==> src/design/elb_pkg.sv <==
// Constants, types and shared steering functions for the external bus lane steering block.
// Assumes the processor presents register data low-aligned and that straps are stable at reset.
// Behaviour
// - Byte order for all external accesses follows the endianness strap pin.
// - Bank 0 external bus width comes from the two-bit width strap.
// - Access size sets alignment: address low bits are cleared for words and halfwords; the remaining low bits steer lanes.
// - Big-endian word load, 16-bit bus: EA fills upper half, EA+1 lower.
// - Big-endian halfword or byte load, 16-bit bus: one access, replicated on lanes.
// - Big-endian word store, 8-bit bus: four cycles EA..EA+3, most significant first.
// - Big-endian halfword store, 8-bit bus: high byte at EA, low at EA+1.
// - Big-endian word load, 8-bit bus: four ascending reads assembled from the top.
// - Big-endian halfword load, 8-bit bus: two reads, replicated; byte load once.
// - Little-endian 32-bit bus: word store unchanged; halfword picks lower or upper half.
// - Little-endian byte store, 32-bit bus: byte offset selects external lane 0 to 3.
// - Little-endian 32-bit bus loads read one full word and select lanes internally.
// - Little-endian word store, 16-bit bus: upper half at EA+1 first, then lower.
// - Little-endian 16-bit bus: halfword one cycle; even bytes on 7:0, odd on 15:8.
// - Store data is replicated across halves or all byte lanes before steering.
package elb_pkg;

   // Access sizes as presented by the processor.
   localparam logic [1:0] SZ_BYTE = 2'h0;
   localparam logic [1:0] SZ_HALF = 2'h1;
   localparam logic [1:0] SZ_WORD = 2'h2;

   // External bus width codes, as carried by the width strap.
   localparam logic [1:0] BW_RSVD = 2'h0;
   localparam logic [1:0] BW_8 = 2'h1;
   localparam logic [1:0] BW_16 = 2'h2;
   localparam logic [1:0] BW_32 = 2'h3;

   // Active-low byte enable patterns.
   localparam logic [3:0] BE_NONE_B = 4'hf;
   localparam logic [3:0] BE_ALL_B = 4'h0;
   localparam logic [3:0] BE_LANE0_B = 4'he;
   localparam logic [3:0] BE_LANE1_B = 4'hd;
   localparam logic [3:0] BE_LO_B = 4'hc;
   localparam logic [3:0] BE_HI_B = 4'h3;
   localparam logic [3:0] BE_ONE = 4'h1;

   // Beat counter values and reset values.
   localparam logic [1:0] REM_ZERO = 2'h0;
   localparam logic [1:0] REM_ONE = 2'h1;
   localparam logic [1:0] REM_THREE = 2'h3;
   localparam logic [31:0] WORD_ZERO = 32'h0000_0000;
   localparam logic [31:0] ADDR_STEP = 32'h0000_0001;

   // Response buffer word: write flag above 32 data bits.
   localparam int RSP_W = 33;

   typedef enum logic [1:0] {ST_IDLE, ST_BEAT, ST_PUSH} elb_state_type;

   function automatic logic [15:0] swap16(input logic [15:0] h);
      swap16 = {h[7:0], h[15:8]};
   endfunction

   function automatic logic [31:0] swap32(input logic [31:0] w);
      swap32 = {w[7:0], w[15:8], w[23:16], w[31:24]};
   endfunction

   // Processor data bus form: halfwords on both halves, bytes on all lanes.
   function automatic logic [31:0] repl(input logic [31:0] r, input logic [1:0] size);
      case (size)
         SZ_WORD: repl = r;
         SZ_HALF: repl = {r[15:0], r[15:0]};
         default: repl = {4{r[7:0]}};
      endcase
   endfunction

   // A reserved width code is served as a full-width bus.
   function automatic logic [1:0] norm_width(input logic [1:0] w);
      norm_width = (w == BW_RSVD) ? BW_32 : w;
   endfunction

endpackage

==> src/design/elb_lane_steer.sv <==
// Lane steering and bus-width sequencer between the processor load/store path and external memory.
// Assumes bank timing logic on clk_sys runs each external cycle and pulses ext_done at its end.
`timescale 1ns/1ps
module elb_lane_steer (
   // Clock and reset
   input wire logic clk_sys,
   input wire logic rst_b,
   // Board straps
   input wire logic big_endian_strap,
   input wire logic [1:0] bank0_width_strap,
   // Processor request
   input wire logic req_valid,
   output logic req_ready,
   input wire logic req_write,
   input wire logic [1:0] req_size,
   input wire logic req_bank0,
   input wire logic [1:0] bank_width,
   input wire logic [31:0] req_addr,
   input wire logic [31:0] req_wdata,
   // Processor response
   output logic rsp_valid,
   input wire logic rsp_ready,
   output logic rsp_write,
   output logic [31:0] rsp_rdata,
   // External cycle
   output logic ext_cyc,
   output logic ext_we_b,
   output logic [3:0] ext_be_b,
   output logic [31:0] ext_addr,
   output logic [31:0] ext_wdata,
   input wire logic ext_done,
   input wire logic [31:0] ext_rdata
);
   elb_pkg::elb_state_type state_ff;
   logic write_ff;
   logic [1:0] size_ff;
   logic [1:0] width_ff;
   logic [31:0] addr_ff;
   logic [31:0] wdata_ff;
   logic [31:0] ea_ff;
   logic [1:0] beats_ff;
   logic [1:0] rem_ff;
   logic [31:0] acc_ff;
   logic ext_cyc_ff;
   logic ext_we_b_ff;
   logic [3:0] ext_be_b_ff;
   logic [31:0] ext_addr_ff;
   logic [31:0] ext_wdata_ff;
   logic big_q;
   logic [1:0] strap_width;
   logic straps_ready;
   logic buf_in_ready;
   logic [elb_pkg::RSP_W-1:0] buf_out_data;

   // Beats minus one for a size on a bus width.
   function automatic logic [1:0] beats_m1(input logic [1:0] width, input logic [1:0] size);
      case (width)
         elb_pkg::BW_8: beats_m1 = (size == elb_pkg::SZ_WORD) ? elb_pkg::REM_THREE :
                                   (size == elb_pkg::SZ_HALF) ? elb_pkg::REM_ONE : elb_pkg::REM_ZERO;
         elb_pkg::BW_16: beats_m1 = (size == elb_pkg::SZ_WORD) ? elb_pkg::REM_ONE : elb_pkg::REM_ZERO;
         default: beats_m1 = elb_pkg::REM_ZERO;
      endcase
   endfunction

   // External unit address: bytes, halfwords or words depending on bus width.
   function automatic logic [31:0] ext_base(input logic [31:0] a, input logic [1:0] width);
      case (width)
         elb_pkg::BW_8: ext_base = a;
         elb_pkg::BW_16: ext_base = {1'b0, a[31:1]};
         default: ext_base = {2'b00, a[31:2]};
      endcase
   endfunction

   // Data driven for one beat; every enabled lane carries the right byte.
   function automatic logic [31:0] beat_wdata(input logic [31:0] r, input logic [1:0] size,
                                              input logic [1:0] width, input logic big, input logic [1:0] rem);
      logic [31:0] bus;
      logic [15:0] c16;
      logic [7:0] c8;
      bus = elb_pkg::repl(r, size);
      c16 = (size == elb_pkg::SZ_WORD) ? ((rem != elb_pkg::REM_ZERO) ? r[31:16] : r[15:0]) : bus[15:0];
      case (rem)
         2'h3: c8 = r[31:24];
         2'h2: c8 = r[23:16];
         2'h1: c8 = r[15:8];
         default: c8 = r[7:0];
      endcase
      case (width)
         elb_pkg::BW_8: beat_wdata = {4{c8}};
         elb_pkg::BW_16: beat_wdata = big ? {2{elb_pkg::swap16(c16)}} : {2{c16}};
         default: beat_wdata = big ? elb_pkg::swap32(bus) : bus;
      endcase
   endfunction

   // Active-low write strobes; loads assert none and take the whole bus.
   function automatic logic [3:0] beat_be(input logic write, input logic [1:0] size,
                                          input logic [1:0] width, input logic [1:0] lo);
      if (!write) begin
         beat_be = elb_pkg::BE_NONE_B;
      end else begin
         case (width)
            elb_pkg::BW_8: beat_be = elb_pkg::BE_LANE0_B;
            elb_pkg::BW_16: beat_be = (size != elb_pkg::SZ_BYTE) ? elb_pkg::BE_LO_B :
                                      (lo[0] ? elb_pkg::BE_LANE1_B : elb_pkg::BE_LANE0_B);
            default: begin
               case (size)
                  elb_pkg::SZ_WORD: beat_be = elb_pkg::BE_ALL_B;
                  elb_pkg::SZ_HALF: beat_be = lo[1] ? elb_pkg::BE_HI_B : elb_pkg::BE_LO_B;
                  default: beat_be = ~(elb_pkg::BE_ONE << lo);
               endcase
            end
         endcase
      end
   endfunction

   // Piece of the register value that one returned beat contributes, most significant first.
   function automatic logic [31:0] read_piece(input logic [31:0] ext, input logic [1:0] size,
                                              input logic [1:0] width, input logic big, input logic [1:0] lo);
      logic [15:0] h;
      logic [7:0] b;
      h = 16'h0000;
      b = 8'h00;
      read_piece = elb_pkg::WORD_ZERO;
      case (width)
         elb_pkg::BW_8: read_piece = {24'h00_0000, ext[7:0]};
         elb_pkg::BW_16: begin
            if (size == elb_pkg::SZ_BYTE) begin
               b = lo[0] ? ext[15:8] : ext[7:0];
               read_piece = {24'h00_0000, b};
            end else begin
               h = big ? elb_pkg::swap16(ext[15:0]) : ext[15:0];
               read_piece = {16'h0000, h};
            end
         end
         default: begin
            case (size)
               elb_pkg::SZ_WORD: read_piece = big ? elb_pkg::swap32(ext) : ext;
               elb_pkg::SZ_HALF: begin
                  h = lo[1] ? ext[31:16] : ext[15:0];
                  read_piece = {16'h0000, big ? elb_pkg::swap16(h) : h};
               end
               default: begin
                  b = ext[{lo, 3'b000} +: 8];
                  read_piece = {24'h00_0000, b};
               end
            endcase
         end
      endcase
   endfunction

   elb_strap_sample u_straps (
      .clk_sys(clk_sys),
      .rst_b(rst_b),
      .big_endian_strap(big_endian_strap),
      .bank0_width_strap(bank0_width_strap),
      .big_endian(big_q),
      .bank0_width(strap_width),
      .straps_ready(straps_ready)
   );

   // Request decode.
   wire accept = req_valid && req_ready;
   wire [1:0] sel_width = req_bank0 ? strap_width : elb_pkg::norm_width(bank_width);
   wire word_class = (req_addr[1:0] == 2'h0);
   wire half_class = !req_addr[0];
   wire [31:0] aligned_addr = (req_size == elb_pkg::SZ_WORD) ? {req_addr[31:2], 2'b00} :
                              (req_size == elb_pkg::SZ_HALF) ? {req_addr[31:1], 1'b0} : req_addr;
   wire [1:0] new_beats = beats_m1(sel_width, req_size);

   // Beat sources: a fresh request on accept, otherwise the held one at the next beat.
   wire last_done = (state_ff == elb_pkg::ST_BEAT) && ext_done && (rem_ff == elb_pkg::REM_ZERO);
   wire next_beat = (state_ff == elb_pkg::ST_BEAT) && ext_done && (rem_ff != elb_pkg::REM_ZERO);
   wire b_write = accept ? req_write : write_ff;
   wire [1:0] b_size = accept ? req_size : size_ff;
   wire [1:0] b_width = accept ? sel_width : width_ff;
   wire [31:0] b_addr = accept ? aligned_addr : addr_ff;
   wire [31:0] b_wdata = accept ? req_wdata : wdata_ff;
   wire [31:0] b_ea = accept ? ext_base(aligned_addr, sel_width) : ea_ff;
   wire [1:0] b_beats = accept ? new_beats : beats_ff;
   wire [1:0] nxt_rem = accept ? new_beats : rem_ff - elb_pkg::REM_ONE;
   // Big-endian climbs from the base address; little-endian starts at the top and descends.
   wire [1:0] b_off = big_q ? (b_beats - nxt_rem) : nxt_rem;
   wire [31:0] nxt_ext_addr = b_ea + {30'h0000_0000, b_off};
   wire [31:0] nxt_ext_wdata = beat_wdata(b_wdata, b_size, b_width, big_q, nxt_rem);
   wire [3:0] nxt_ext_be_b = beat_be(b_write, b_size, b_width, b_addr[1:0]);

   // Load assembly shifts earlier beats up, so the first beat lands most significant.
   wire [31:0] piece = read_piece(ext_rdata, size_ff, width_ff, big_q, addr_ff[1:0]);
   wire [31:0] nxt_acc = (width_ff == elb_pkg::BW_8) ? ({acc_ff[23:0], 8'h00} | piece) :
                         (width_ff == elb_pkg::BW_16) ? ({acc_ff[15:0], 16'h0000} | piece) : piece;
   wire [31:0] rsp_word = write_ff ? elb_pkg::WORD_ZERO : elb_pkg::repl(acc_ff, size_ff);
   wire buf_in_valid = (state_ff == elb_pkg::ST_PUSH);
   wire [elb_pkg::RSP_W-1:0] buf_in_data = {write_ff, rsp_word};

   assign req_ready = (state_ff == elb_pkg::ST_IDLE) && straps_ready;

   always_ff @(posedge clk_sys or negedge rst_b) begin
      if (!rst_b) begin
         state_ff <= elb_pkg::ST_IDLE;
      end else begin
         case (state_ff)
            elb_pkg::ST_IDLE: if (accept) state_ff <= elb_pkg::ST_BEAT;
            elb_pkg::ST_BEAT: if (last_done) state_ff <= elb_pkg::ST_PUSH;
            elb_pkg::ST_PUSH: if (buf_in_ready) state_ff <= elb_pkg::ST_IDLE;
            default: state_ff <= elb_pkg::ST_IDLE;
         endcase
      end
   end

   always_ff @(posedge clk_sys or negedge rst_b) begin
      if (!rst_b) begin
         write_ff <= 1'b0;
         size_ff <= elb_pkg::SZ_WORD;
         width_ff <= elb_pkg::BW_32;
         addr_ff <= elb_pkg::WORD_ZERO;
         wdata_ff <= elb_pkg::WORD_ZERO;
         ea_ff <= elb_pkg::WORD_ZERO;
         beats_ff <= elb_pkg::REM_ZERO;
      end else if (accept) begin
         write_ff <= req_write;
         size_ff <= req_size;
         width_ff <= sel_width;
         addr_ff <= aligned_addr;
         wdata_ff <= req_wdata;
         ea_ff <= ext_base(aligned_addr, sel_width);
         beats_ff <= new_beats;
      end
   end

   always_ff @(posedge clk_sys or negedge rst_b) begin
      if (!rst_b) begin
         rem_ff <= elb_pkg::REM_ZERO;
         ext_we_b_ff <= 1'b1;
         ext_be_b_ff <= elb_pkg::BE_NONE_B;
         ext_addr_ff <= elb_pkg::WORD_ZERO;
         ext_wdata_ff <= elb_pkg::WORD_ZERO;
      end else if (accept || next_beat) begin
         rem_ff <= nxt_rem;
         ext_we_b_ff <= !b_write;
         ext_be_b_ff <= nxt_ext_be_b;
         ext_addr_ff <= nxt_ext_addr;
         ext_wdata_ff <= nxt_ext_wdata;
      end
   end

   always_ff @(posedge clk_sys or negedge rst_b) begin
      if (!rst_b) begin
         ext_cyc_ff <= 1'b0;
         acc_ff <= elb_pkg::WORD_ZERO;
      end else begin
         if (accept) begin
            ext_cyc_ff <= 1'b1;
            acc_ff <= elb_pkg::WORD_ZERO;
         end else if ((state_ff == elb_pkg::ST_BEAT) && ext_done) begin
            ext_cyc_ff <= !last_done;
            acc_ff <= nxt_acc;
         end
      end
   end

   // A stalled processor fills this buffer, which holds the sequencer in its push state.
   elb_rsp_buf #(.WIDTH(elb_pkg::RSP_W)) u_rsp_buf (
      .clk_sys(clk_sys),
      .rst_b(rst_b),
      .in_valid(buf_in_valid),
      .in_ready(buf_in_ready),
      .in_data(buf_in_data),
      .out_valid(rsp_valid),
      .out_ready(rsp_ready),
      .out_data(buf_out_data)
   );

   assign rsp_write = buf_out_data[elb_pkg::RSP_W-1];
   assign rsp_rdata = buf_out_data[31:0];
   assign ext_cyc = ext_cyc_ff;
   assign ext_we_b = ext_we_b_ff;
   assign ext_be_b = ext_be_b_ff;
   assign ext_addr = ext_addr_ff;
   assign ext_wdata = ext_wdata_ff;

   a_done_after_last: assert property (
      @(posedge clk_sys) disable iff (!rst_b)
      $rose(buf_in_valid) |-> $past(ext_done && rem_ff == elb_pkg::REM_ZERO && ext_cyc_ff))
      else $error("Completion queued before the last external cycle ended.");

   a_byte_bus_beats: assert property (
      @(posedge clk_sys) disable iff (!rst_b)
      accept && req_size == elb_pkg::SZ_WORD && sel_width == elb_pkg::BW_8 |=> ext_cyc_ff && rem_ff == 2'h3)
      else $error("Word on byte bus did not start four beats.");

   a_big_ascend: assert property (
      @(posedge clk_sys) disable iff (!rst_b)
      next_beat && big_q |=> ext_addr_ff == $past(ext_addr_ff) + 32'h0000_0001)
      else $error("Big-endian beat address did not ascend.");

   a_little_descend: assert property (
      @(posedge clk_sys) disable iff (!rst_b)
      next_beat && !big_q |=> ext_addr_ff == $past(ext_addr_ff) - 32'h0000_0001)
      else $error("Little-endian beat address did not descend.");

   a_wide_single_beat: assert property (
      @(posedge clk_sys) disable iff (!rst_b)
      accept && sel_width == elb_pkg::BW_32 |=> rem_ff == elb_pkg::REM_ZERO ##1 ext_cyc_ff || $past(ext_done))
      else $error("Full-width access took more than one beat.");

   a_wide_word_store: assert property (
      @(posedge clk_sys) disable iff (!rst_b)
      ext_cyc_ff && width_ff == elb_pkg::BW_32 && !big_q && write_ff && size_ff == elb_pkg::SZ_WORD
      |-> ext_wdata_ff == wdata_ff && ext_be_b_ff == elb_pkg::BE_ALL_B)
      else $error("Little-endian word store altered on full-width bus.");

   a_half_bus_byte: assert property (
      @(posedge clk_sys) disable iff (!rst_b)
      ext_cyc_ff && width_ff == elb_pkg::BW_16 && !big_q && write_ff && size_ff == elb_pkg::SZ_BYTE
      |-> ext_be_b_ff == (addr_ff[0] ? elb_pkg::BE_LANE1_B : elb_pkg::BE_LANE0_B)
          && ext_wdata_ff[15:8] == wdata_ff[7:0] && ext_wdata_ff[7:0] == wdata_ff[7:0])
      else $error("Byte store on half-width bus used the wrong lane.");

   a_big_word_first: assert property (
      @(posedge clk_sys) disable iff (!rst_b)
      ext_cyc_ff && width_ff == elb_pkg::BW_16 && big_q && size_ff == elb_pkg::SZ_WORD && rem_ff == 2'h1
      |-> ext_addr_ff == ea_ff)
      else $error("Big-endian word on half-width bus did not start at base.");

   a_half_replicate: assert property (
      @(posedge clk_sys) disable iff (!rst_b)
      buf_in_valid && !write_ff && size_ff == elb_pkg::SZ_HALF |-> buf_in_data[31:16] == buf_in_data[15:0])
      else $error("Halfword load was not replicated on both halves.");

   a_word_class: assert property (
      @(posedge clk_sys) disable iff (!rst_b)
      accept && req_size == elb_pkg::SZ_WORD |=> addr_ff[1:0] == 2'h0)
      else $error("Word access not steered as word-aligned.");

   a_strap_hold: assert property (
      @(posedge clk_sys) disable iff (!rst_b)
      straps_ready |=> $stable(big_q) && $stable(strap_width))
      else $error("Strap values changed after capture.");
endmodule

==> src/design/elb_strap_sample.sv <==
// Strap sampler: synchronises the endianness and bank 0 width pins and holds them after reset.
// Assumes the board holds both straps steady from before reset release until well after it.
`timescale 1ns/1ps
module elb_strap_sample (
   // Clock and reset
   input wire logic clk_sys,
   input wire logic rst_b,
   // Board pins
   input wire logic big_endian_strap,
   input wire logic [1:0] bank0_width_strap,
   // Captured values
   output logic big_endian,
   output logic [1:0] bank0_width,
   output logic straps_ready
);
   logic [2:0] sync1_ff;
   logic [2:0] sync2_ff;
   logic [1:0] fill_ff;
   logic big_ff;
   logic [1:0] width_ff;
   logic taken_ff;
   wire sample_now = fill_ff[1] && !taken_ff;

   always_ff @(posedge clk_sys or negedge rst_b) begin
      if (!rst_b) begin
         sync1_ff <= 3'h0;
         sync2_ff <= 3'h0;
         fill_ff <= 2'h0;
      end else begin
         sync1_ff <= {big_endian_strap, bank0_width_strap};
         sync2_ff <= sync1_ff;
         fill_ff <= {fill_ff[0], 1'b1};
      end
   end

   // The straps are caught once, after the synchroniser holds a real sample, and then frozen.
   always_ff @(posedge clk_sys or negedge rst_b) begin
      if (!rst_b) begin
         big_ff <= 1'b0;
         width_ff <= elb_pkg::BW_32;
         taken_ff <= 1'b0;
      end else if (sample_now) begin
         big_ff <= sync2_ff[2];
         width_ff <= elb_pkg::norm_width(sync2_ff[1:0]);
         taken_ff <= 1'b1;
      end
   end

   assign big_endian = big_ff;
   assign bank0_width = width_ff;
   assign straps_ready = taken_ff;
endmodule

==> src/design/elb_rsp_buf.sv <==
// Two-entry response buffer between the sequencer and the processor.
// Assumes both sides follow valid/ready: a word moves when both are high at a clock edge.
`timescale 1ns/1ps
module elb_rsp_buf #(
   parameter int WIDTH = 33
) (
   // Clock and reset
   input wire logic clk_sys,
   input wire logic rst_b,
   // Filling side
   input wire logic in_valid,
   output logic in_ready,
   input wire logic [WIDTH-1:0] in_data,
   // Draining side
   output logic out_valid,
   input wire logic out_ready,
   output logic [WIDTH-1:0] out_data
);
   logic [WIDTH-1:0] slot_ff [2];
   logic wr_ptr_ff;
   logic rd_ptr_ff;
   logic [1:0] count_ff;
   wire push = in_valid && in_ready;
   wire pop = out_valid && out_ready;

   assign in_ready = (count_ff != 2'h2);
   assign out_valid = (count_ff != 2'h0);
   assign out_data = slot_ff[rd_ptr_ff];

   always_ff @(posedge clk_sys or negedge rst_b) begin
      if (!rst_b) begin
         slot_ff[0] <= '0;
         slot_ff[1] <= '0;
         wr_ptr_ff <= 1'b0;
         rd_ptr_ff <= 1'b0;
         count_ff <= 2'h0;
      end else begin
         if (push) begin
            slot_ff[wr_ptr_ff] <= in_data;
            wr_ptr_ff <= !wr_ptr_ff;
         end
         if (pop) begin
            rd_ptr_ff <= !rd_ptr_ff;
         end
         count_ff <= count_ff + {1'b0, push} - {1'b0, pop};
      end
   end
endmodule

==> config.mk <==
export PLATFORM = sky130hd
export DESIGN_NAME = elb_lane_steer
export DESIGN_NICKNAME = d
export VERILOG_FILES = /design/src/design/elb_pkg.sv /design/src/design/elb_lane_steer.sv /design/src/design/elb_strap_sample.sv /design/src/design/elb_rsp_buf.sv
export SDC_FILE = /design/constraint.sdc
export NUM_CORES = 1
export LEC_CHECK = 0
export BUFFER_PORTS_ARGS = -buffer_cell sky130_fd_sc_hd__clkbuf_2
export CORE_AREA = 2 2 166 168
export CTS_CLUSTER_SIZE = 28
export DETAILED_ROUTE_END_ITERATION = 16
export DIE_AREA = 0 0 168 170
export PLACE_DENSITY = 0.88
export SKIP_LAST_GASP = 1
export SYNTH_ARGS = -nofsm -noshare
export SYNTH_HDL_FRONTEND = slang
export SYNTH_SLANG_ARGS = --single-unit
==> constraint.sdc <==
create_clock -name clk_sys -period 5.7 [get_ports clk_sys]
set_input_delay 0.855 -clock clk_sys [delete_from_list [all_inputs] [get_ports clk_sys]]
set_output_delay 0.855 -clock clk_sys [all_outputs]
set_load 0.03 [all_outputs]
# Word-level counts from Yosys, hierarchy flattened

Index checks and enable logic that the tools add are counted.

Add/subtract/negate cells: 5
Multipliers: 0
Divide/modulo/power cells: 0
Order comparisons: 3
Equal/unequal tests: 21
Shifts and indexed selects: 2
Muxes and demuxes: 58
Bitwise logic cells: 5
Reduce and logical (&&, ||, !) cells: 26

Operators with widths:

| kind                                                 | number |
|---|---|
| case mux 32 bit (2 select lines)                     | 6 |
| two-way mux 32 bit                                   | 10 |
| two-way mux 33 bit                                   | 4 |
| two-way mux 16 bit                                   | 6 |
| bitwise mux 66 bit                                   | 1 |
| OR 32 bit                                            | 2 |
| demux 33 bit (select 1 bit)                          | 1 |
| adder 32 x 2 -> 32 bit                               | 1 |
| two-way mux 2 bit                                    | 16 |
| indexed part select 32 x 6 -> 8 bit                  | 1 |
| case mux 8 bit (3 select lines)                      | 1 |
| equality test 2 bit (second input constant)          | 9 |
| equality test 2 x 1 -> 1 bit (second input constant) | 8 |
| case mux 4 bit (2 select lines)                      | 2 |
| logical NOT 2 bit                                    | 5 |
| nonzero test 2 bit                                   | 5 |
| logical AND 1 bit                                    | 9 |
| two-way mux 4 bit                                    | 2 |
| two-way mux 8 bit                                    | 1 |
| inequality test 2 bit (second input constant)        | 4 |
| two-way mux 1 bit                                    | 6 |
| case mux 2 bit (3 select lines)                      | 1 |
| logical NOT 1 bit                                    | 5 |
| >= comparator 2 bit (second input constant)          | 2 |
| other kinds (11)                                     | 12 |

Bits in registers: 261
Latch bits: 0
Memory bits (writable): 0
ROM bits: 0
Bits of input ports: 110
Memories: 0

# Longest topological paths before layout

Word-level depth: 11
Depth in mapped cells: 21

# By module

From an unflattened synthesis, not the netlist that was laid out.

Cell total of the unflattened synthesis: 1623
Area, all modules: 15965.3 µm²

Modules (own cells, without submodules):

| module           | times used | cells an instance | area each (µm²) | seq. area each (µm²) |
|---|---|---|---|---|
| elb_lane_steer   | 1          | 1409              | 12219.2         | 4489.3 |
| elb_rsp_buf      | 1          | 194               | 3362.0          | 1751.7 |
| elb_strap_sample | 1          | 20                | 384.1           | 302.8 |

# Least setup slack after synthesis

No wires, ideal clock.

Path kind: input port to flip-flop
From: input bank_width[1]
To: register ext_addr_ff[23] (netlist: ext_addr[23])
Library setup time: 0.132 ns
Arrival: 4.550 ns
Path slack: 1.018 ns
Stages: 20
Path buffers: 3
Cells stage by stage: nand2b_1 > mux2i_1 > inv_1 > ha_1 > buf_2 > buf_4 > buf_4 > a211oi_2 > a21oi_1 > ha_1 > xor2_1 > nand2_1 > xor2_1 > ha_1 > a21oi_1 > o21ba_2 > nand4b_1 > nor4_1 > xnor2_1 > o21ai_1

Longest elaborated chain between the ends: 9

Ends and longest elaborated chain:

| what                                                                | RTL line                                   | source |
|---|---|---|
| from (decl)                                                         | elb_lane_steer.sv:17                       | `input wire logic [1:0] bank_width,` |
| logical NOT 2 bit                                                   | elb_pkg.sv:72                              | `norm_width = (w == BW_RSVD) ? BW_32 : w;` |
| two-way mux 2 bit (*)                                               | elb_pkg.sv:72                              |  |
| two-way mux 2 bit (*)                                               | elb_lane_steer.sv:163                      | `wire [1:0] sel_width = req_bank0 ? strap_width : elb_pkg::norm_width(bank_width);` |
| equality test 2 bit or equality test 2 x 1 -> 1 bit (tied branches) | elb_lane_steer.sv:57, elb_lane_steer.sv:67 |  |
| case mux 2 bit (2 select lines)                                     | elb_lane_steer.sv:57                       | `case (width)` |
| two-way mux 2 bit, on equally long branches                         | n/a                                        |  |
| subtractor 2 bit                                                    | elb_lane_steer.sv:182                      | `wire [1:0] b_off = big_q ? (b_beats - nxt_rem) : nxt_rem;` |
| two-way mux 2 bit                                                   | elb_lane_steer.sv:182                      |  |
| adder 32 x 2 -> 32 bit (*)                                          | elb_lane_steer.sv:183                      | `wire [31:0] nxt_ext_addr = b_ea + {30'h0000_0000, b_off};` |
| to (signal assigned)                                                | elb_lane_steer.sv:235                      | `ext_addr_ff <= elb_pkg::WORD_ZERO;` |
| to (signal assigned)                                                | elb_lane_steer.sv:241                      | `ext_addr_ff <= nxt_ext_addr;` |
| to (decl)                                                           | elb_lane_steer.sv:47                       | `logic [31:0] ext_addr_ff;` |

Every way passes the cells marked *; elsewhere a longest branch is shown, timed or not.
A chain may end at the register's enable or synchronous reset.

# Final worst setup path

From: input bank_width[1]
To: register ext_addr_ff[28] (netlist: ext_addr[28])

RTL lines:

| what                                                                | RTL line              | source |
|---|---|---|
| logical NOT 2 bit                                                   | elb_pkg.sv:72         |  |
| two-way mux 2 bit (*)                                               | elb_pkg.sv:72         |  |
| two-way mux 2 bit (*)                                               | elb_lane_steer.sv:163 |  |
| equality test 2 bit or equality test 2 x 1 -> 1 bit (tied branches) | elb_lane_steer.sv:67  | `case (width)` |
| case mux 32 bit (2 select lines) (*)                                | elb_lane_steer.sv:67  |  |
| two-way mux 32 bit (*)                                              | n/a                   |  |
| net b_ea[1]                                                         | elb_lane_steer.sv:178 | `wire [31:0] b_ea = accept ? ext_base(aligned_addr, sel_width) : ea_ff;` |
| adder 32 x 2 -> 32 bit (*)                                          | elb_lane_steer.sv:183 |  |

Mark *: on every way through the listed nets, which the timed path passes. The rest lies on a longest branch.

==> out/qor.yml <==
crit_path_cell_trace: "clkbuf_2 -> nand2b_1 -> mux2i_1 -> inv_1 -> ha_1 -> buf_4 -> inv_1 -> nor2_1 -> o31ai_1 -> fa_1 -> o21ai_1 -> nand4bb_1 -> nor3_2 -> a31oi_1 -> o31ai_1"
die_w_um: 168
worst_pin_slew_ns: 1.197
hp-start: "u_straps.sync1_ff[2]"
stdcell_count: 2228
arrival_ns: 5.22
synth_top_area_cell: "dfrtp_1"
fin_tns_setup_ns: 0
ys_top_cells_by_area: "dfrtp_1 41%, nand2_1 7.7%, mux2_2 6.0%, o21ai_0 4.1%, a21oi_1 3.4%"
pre_cts_ws_ns: 0.4416
drc: 0
critPathMaxFanout: 53
postRouteAntennaNets: 0
row_count: 60
placed_cells: 2177
synth.cell_area_um2: 15260
final.setup.worst_slack_ns: 0.9343
p_clk_frac: 0.173
hpwl_mm: 30.60
grt_pass1_vias: 13570
min_period_ns: 4.766
finClkSkew_ns: 0.01534
combPwrFrac: 0.541
place.gp.congestion: 0.9182
insertion_delay_ns: 0.54
clk_pin_slew_ns: 0.06
yosysWarnings: 0
drt-initial-drc-count: 1572
wire_per_inst_um: 19.83
cpMaxStageDelayCell: "nand4bb_1"
ios: 215
routed_wl_mm: 44.17
htreeDepth: 1
ys_seq_area_frac: 0.4287
hold_viol: 0
power.leakage_nw: 8.261
fmax_mhz: 209.8
synth_nets: 1860
syn_avg_cell_area_um2: 8.828
cts_tree: "built"
outcome: "complete, no violations"
worstSetupPathType: "in -> reg"
fill_cells: 2136
antenna_found_initial: 0
startpoint: "bank_width[1]"
synth_edf_count: 0
ctsLongestPathBuffers: 3
maxCapViolCount: 0
slowest_delay_ns: 0.65
postCtsSetupRepairBufs: 0
async_reset_ff_frac: 1.000
synth_commonest_cells: "315 x nand2_1, 251 x dfrtp_1, 126 x nor2_1"
die_h_um: 170
crit_family: "simple AND/OR/NAND/NOR gates"
viasPerCell: 6.364
gr-total-overflow: 0
synthFlopType: "dfrtp_1"
reg2reg_from: "u_straps.bank0_width[1]"
drive_gt1_frac: 0.2099
ir_worst_vdd_v: 0.0004157
root_buffer: "clkbuf_16"
final_util: 0.6531
port_buffers: 214
cts_resized: 0
num-nets-final: 1997
required_ns: 6.15
ys_types: 77
num_vias: 14180
hold_buffers: 0
areaGrowthSynthToFinish_pct: 14.04
p_per_area_nw_per_um2: 638.5
cts_made_buffers: 28
p_switching_mw: 5.252
worst_setup_path_end_kind: "register"
fin_crit_sh: 0.8361
antenna_cells: 0
grt_max_degree: 128
p_sw_frac: 0.4725
critPathBufInv: 4
clock-sinks: 261
die_area_um2: 28560
synth_top_area_share: 0.4115
intPower_mw: 5.862
drv_slew: 0
grt_use_total: 0.3050
synth.most_common_cell: "nand2_1"
core_area_um2: 26650
hp-class: "reg -> reg"
setup_viol: 0
rsz0062_at_grt: "no"
firstDrtPassIters: 6
syn_inst: 1729
multiInputGateArea_um2: 7994
seqCellArea_um2: 6545
pwr-share-seq: 0.286
initial_core_util: 0.5727
startpoint_type: "primary input"
synth-seq-cells: 261
relSlewSlack: 0.2021
grt_pass1_wl_mm: 70.79
[path summary, 6_finish.rpt]
check / cells past startpoint / slack [ns] / endpoint
min in group asynchronous: 1 / 0.44 / u_rsp_buf.slot_ff[61]
max in group asynchronous: 2 / 4.00 / u_straps.big_endian
min: 0 / 0.35 / u_straps.sync2_ff[2]
min reg2reg: 0 / 0.35 / u_straps.sync2_ff[2]
max reg2reg: 13 / 1.09 / ext_addr[28]
max: 15 / 0.93 / ext_addr[28]
[cell usage in the layout (no fill, tap or decap), types with 10 or more instances in the layout]
master and instances:
ha_1 20, a221o_1 11, inv_1 59, a221oi_1 56, nor2b_1 28, o21ai_1 12, clkbuf_2 213, nand2b_1 44
nand3_1 26, dfstp_2 10, dfrtp_1 250, a21o_1 17, a22oi_1 26, buf_4 18, o211ai_1 22, o21ai_0 124
a21oi_1 104, o22ai_1 33, nand2_1 314, mux2i_1 52, mux2_2 81, nor3_1 18, clkbuf_16 29, xnor2_1 22
nor2_1 124, a211oi_1 24
[layer usage]
layer | part of all wire | GRT usage | up-vias
li1 | - | - | 6458
met1 | 0.39 | 0.4066 | 6791
met2 | 0.48 | 0.5133 | 779
met3 | 0.080 | 0.03744 | 152
met4 | 0.044 | 0.1157 | 0
met5 | 0 | 0 | -
[power by group through the flow]
stage                     clock network, mW  logic (mW)  registers (mW)
after floorplan                           0        4.02            3.45
after global placement                    0        5.72            3.14
after detailed placement                  0        5.88            3.18
after CTS                              1.96        5.92            3.16
after global routing                   2.02        6.54            3.25
final                                  1.93        6.01            3.18
[state kept, by name (all words and copies together) (netlist names), 3 cells and up]
| signal | count |
|---|---|
| ext_be_b | 4 |
| u_straps.sync1_ff | 3 |
| wdata_ff | 32 |
| ext_wdata | 32 |
| ea_ff | 32 |
| ext_addr | 32 |
| u_straps.sync2_ff | 3 |
| acc_ff | 32 |
| u_rsp_buf.slot_ff | 66 |
[metrics by stage]
step | total power, mW | cell area (um2) | hold WS (ns)
floorplan | 7.468 | 15260 | 0.3312
global placement | 8.860 | 16420 | 0.3362
detailed placement | 9.060 | 16420 | 0.3362
CTS | 11.04 | 17410 | 0.3509
global route | 11.81 | 17410 | 0.3614
finish | 11.11 | 17410 | 0.3482
[logic make-up after synthesis]
group / count (synthesis) / share of synthesized area
AND/OR/NAND/NOR: 605 / 0.1772
buffers and inverters: 185 / 0.05066
XOR/XNOR: 27 / 0.01549
multiplexers: 135 / 0.09681
adder cells (fa/ha/maj): 21 / 0.01771
other: 1 / 0.0002457
flip-flops: 261 / 0.4287
AO/OA/AOI/OAI: 494 / 0.2131
[area by class of cell]
cell class,count,area share
clock buffer,42,0.04794
tap,341,0.02451
clock inverter,9,0.008554
sequential,261,0.3760
inverter,59,0.01272
timing repair buffer,233,0.07102
multi-input combinational,1283,0.4592
No activity file was read; power rests on OpenSTA's default activity.
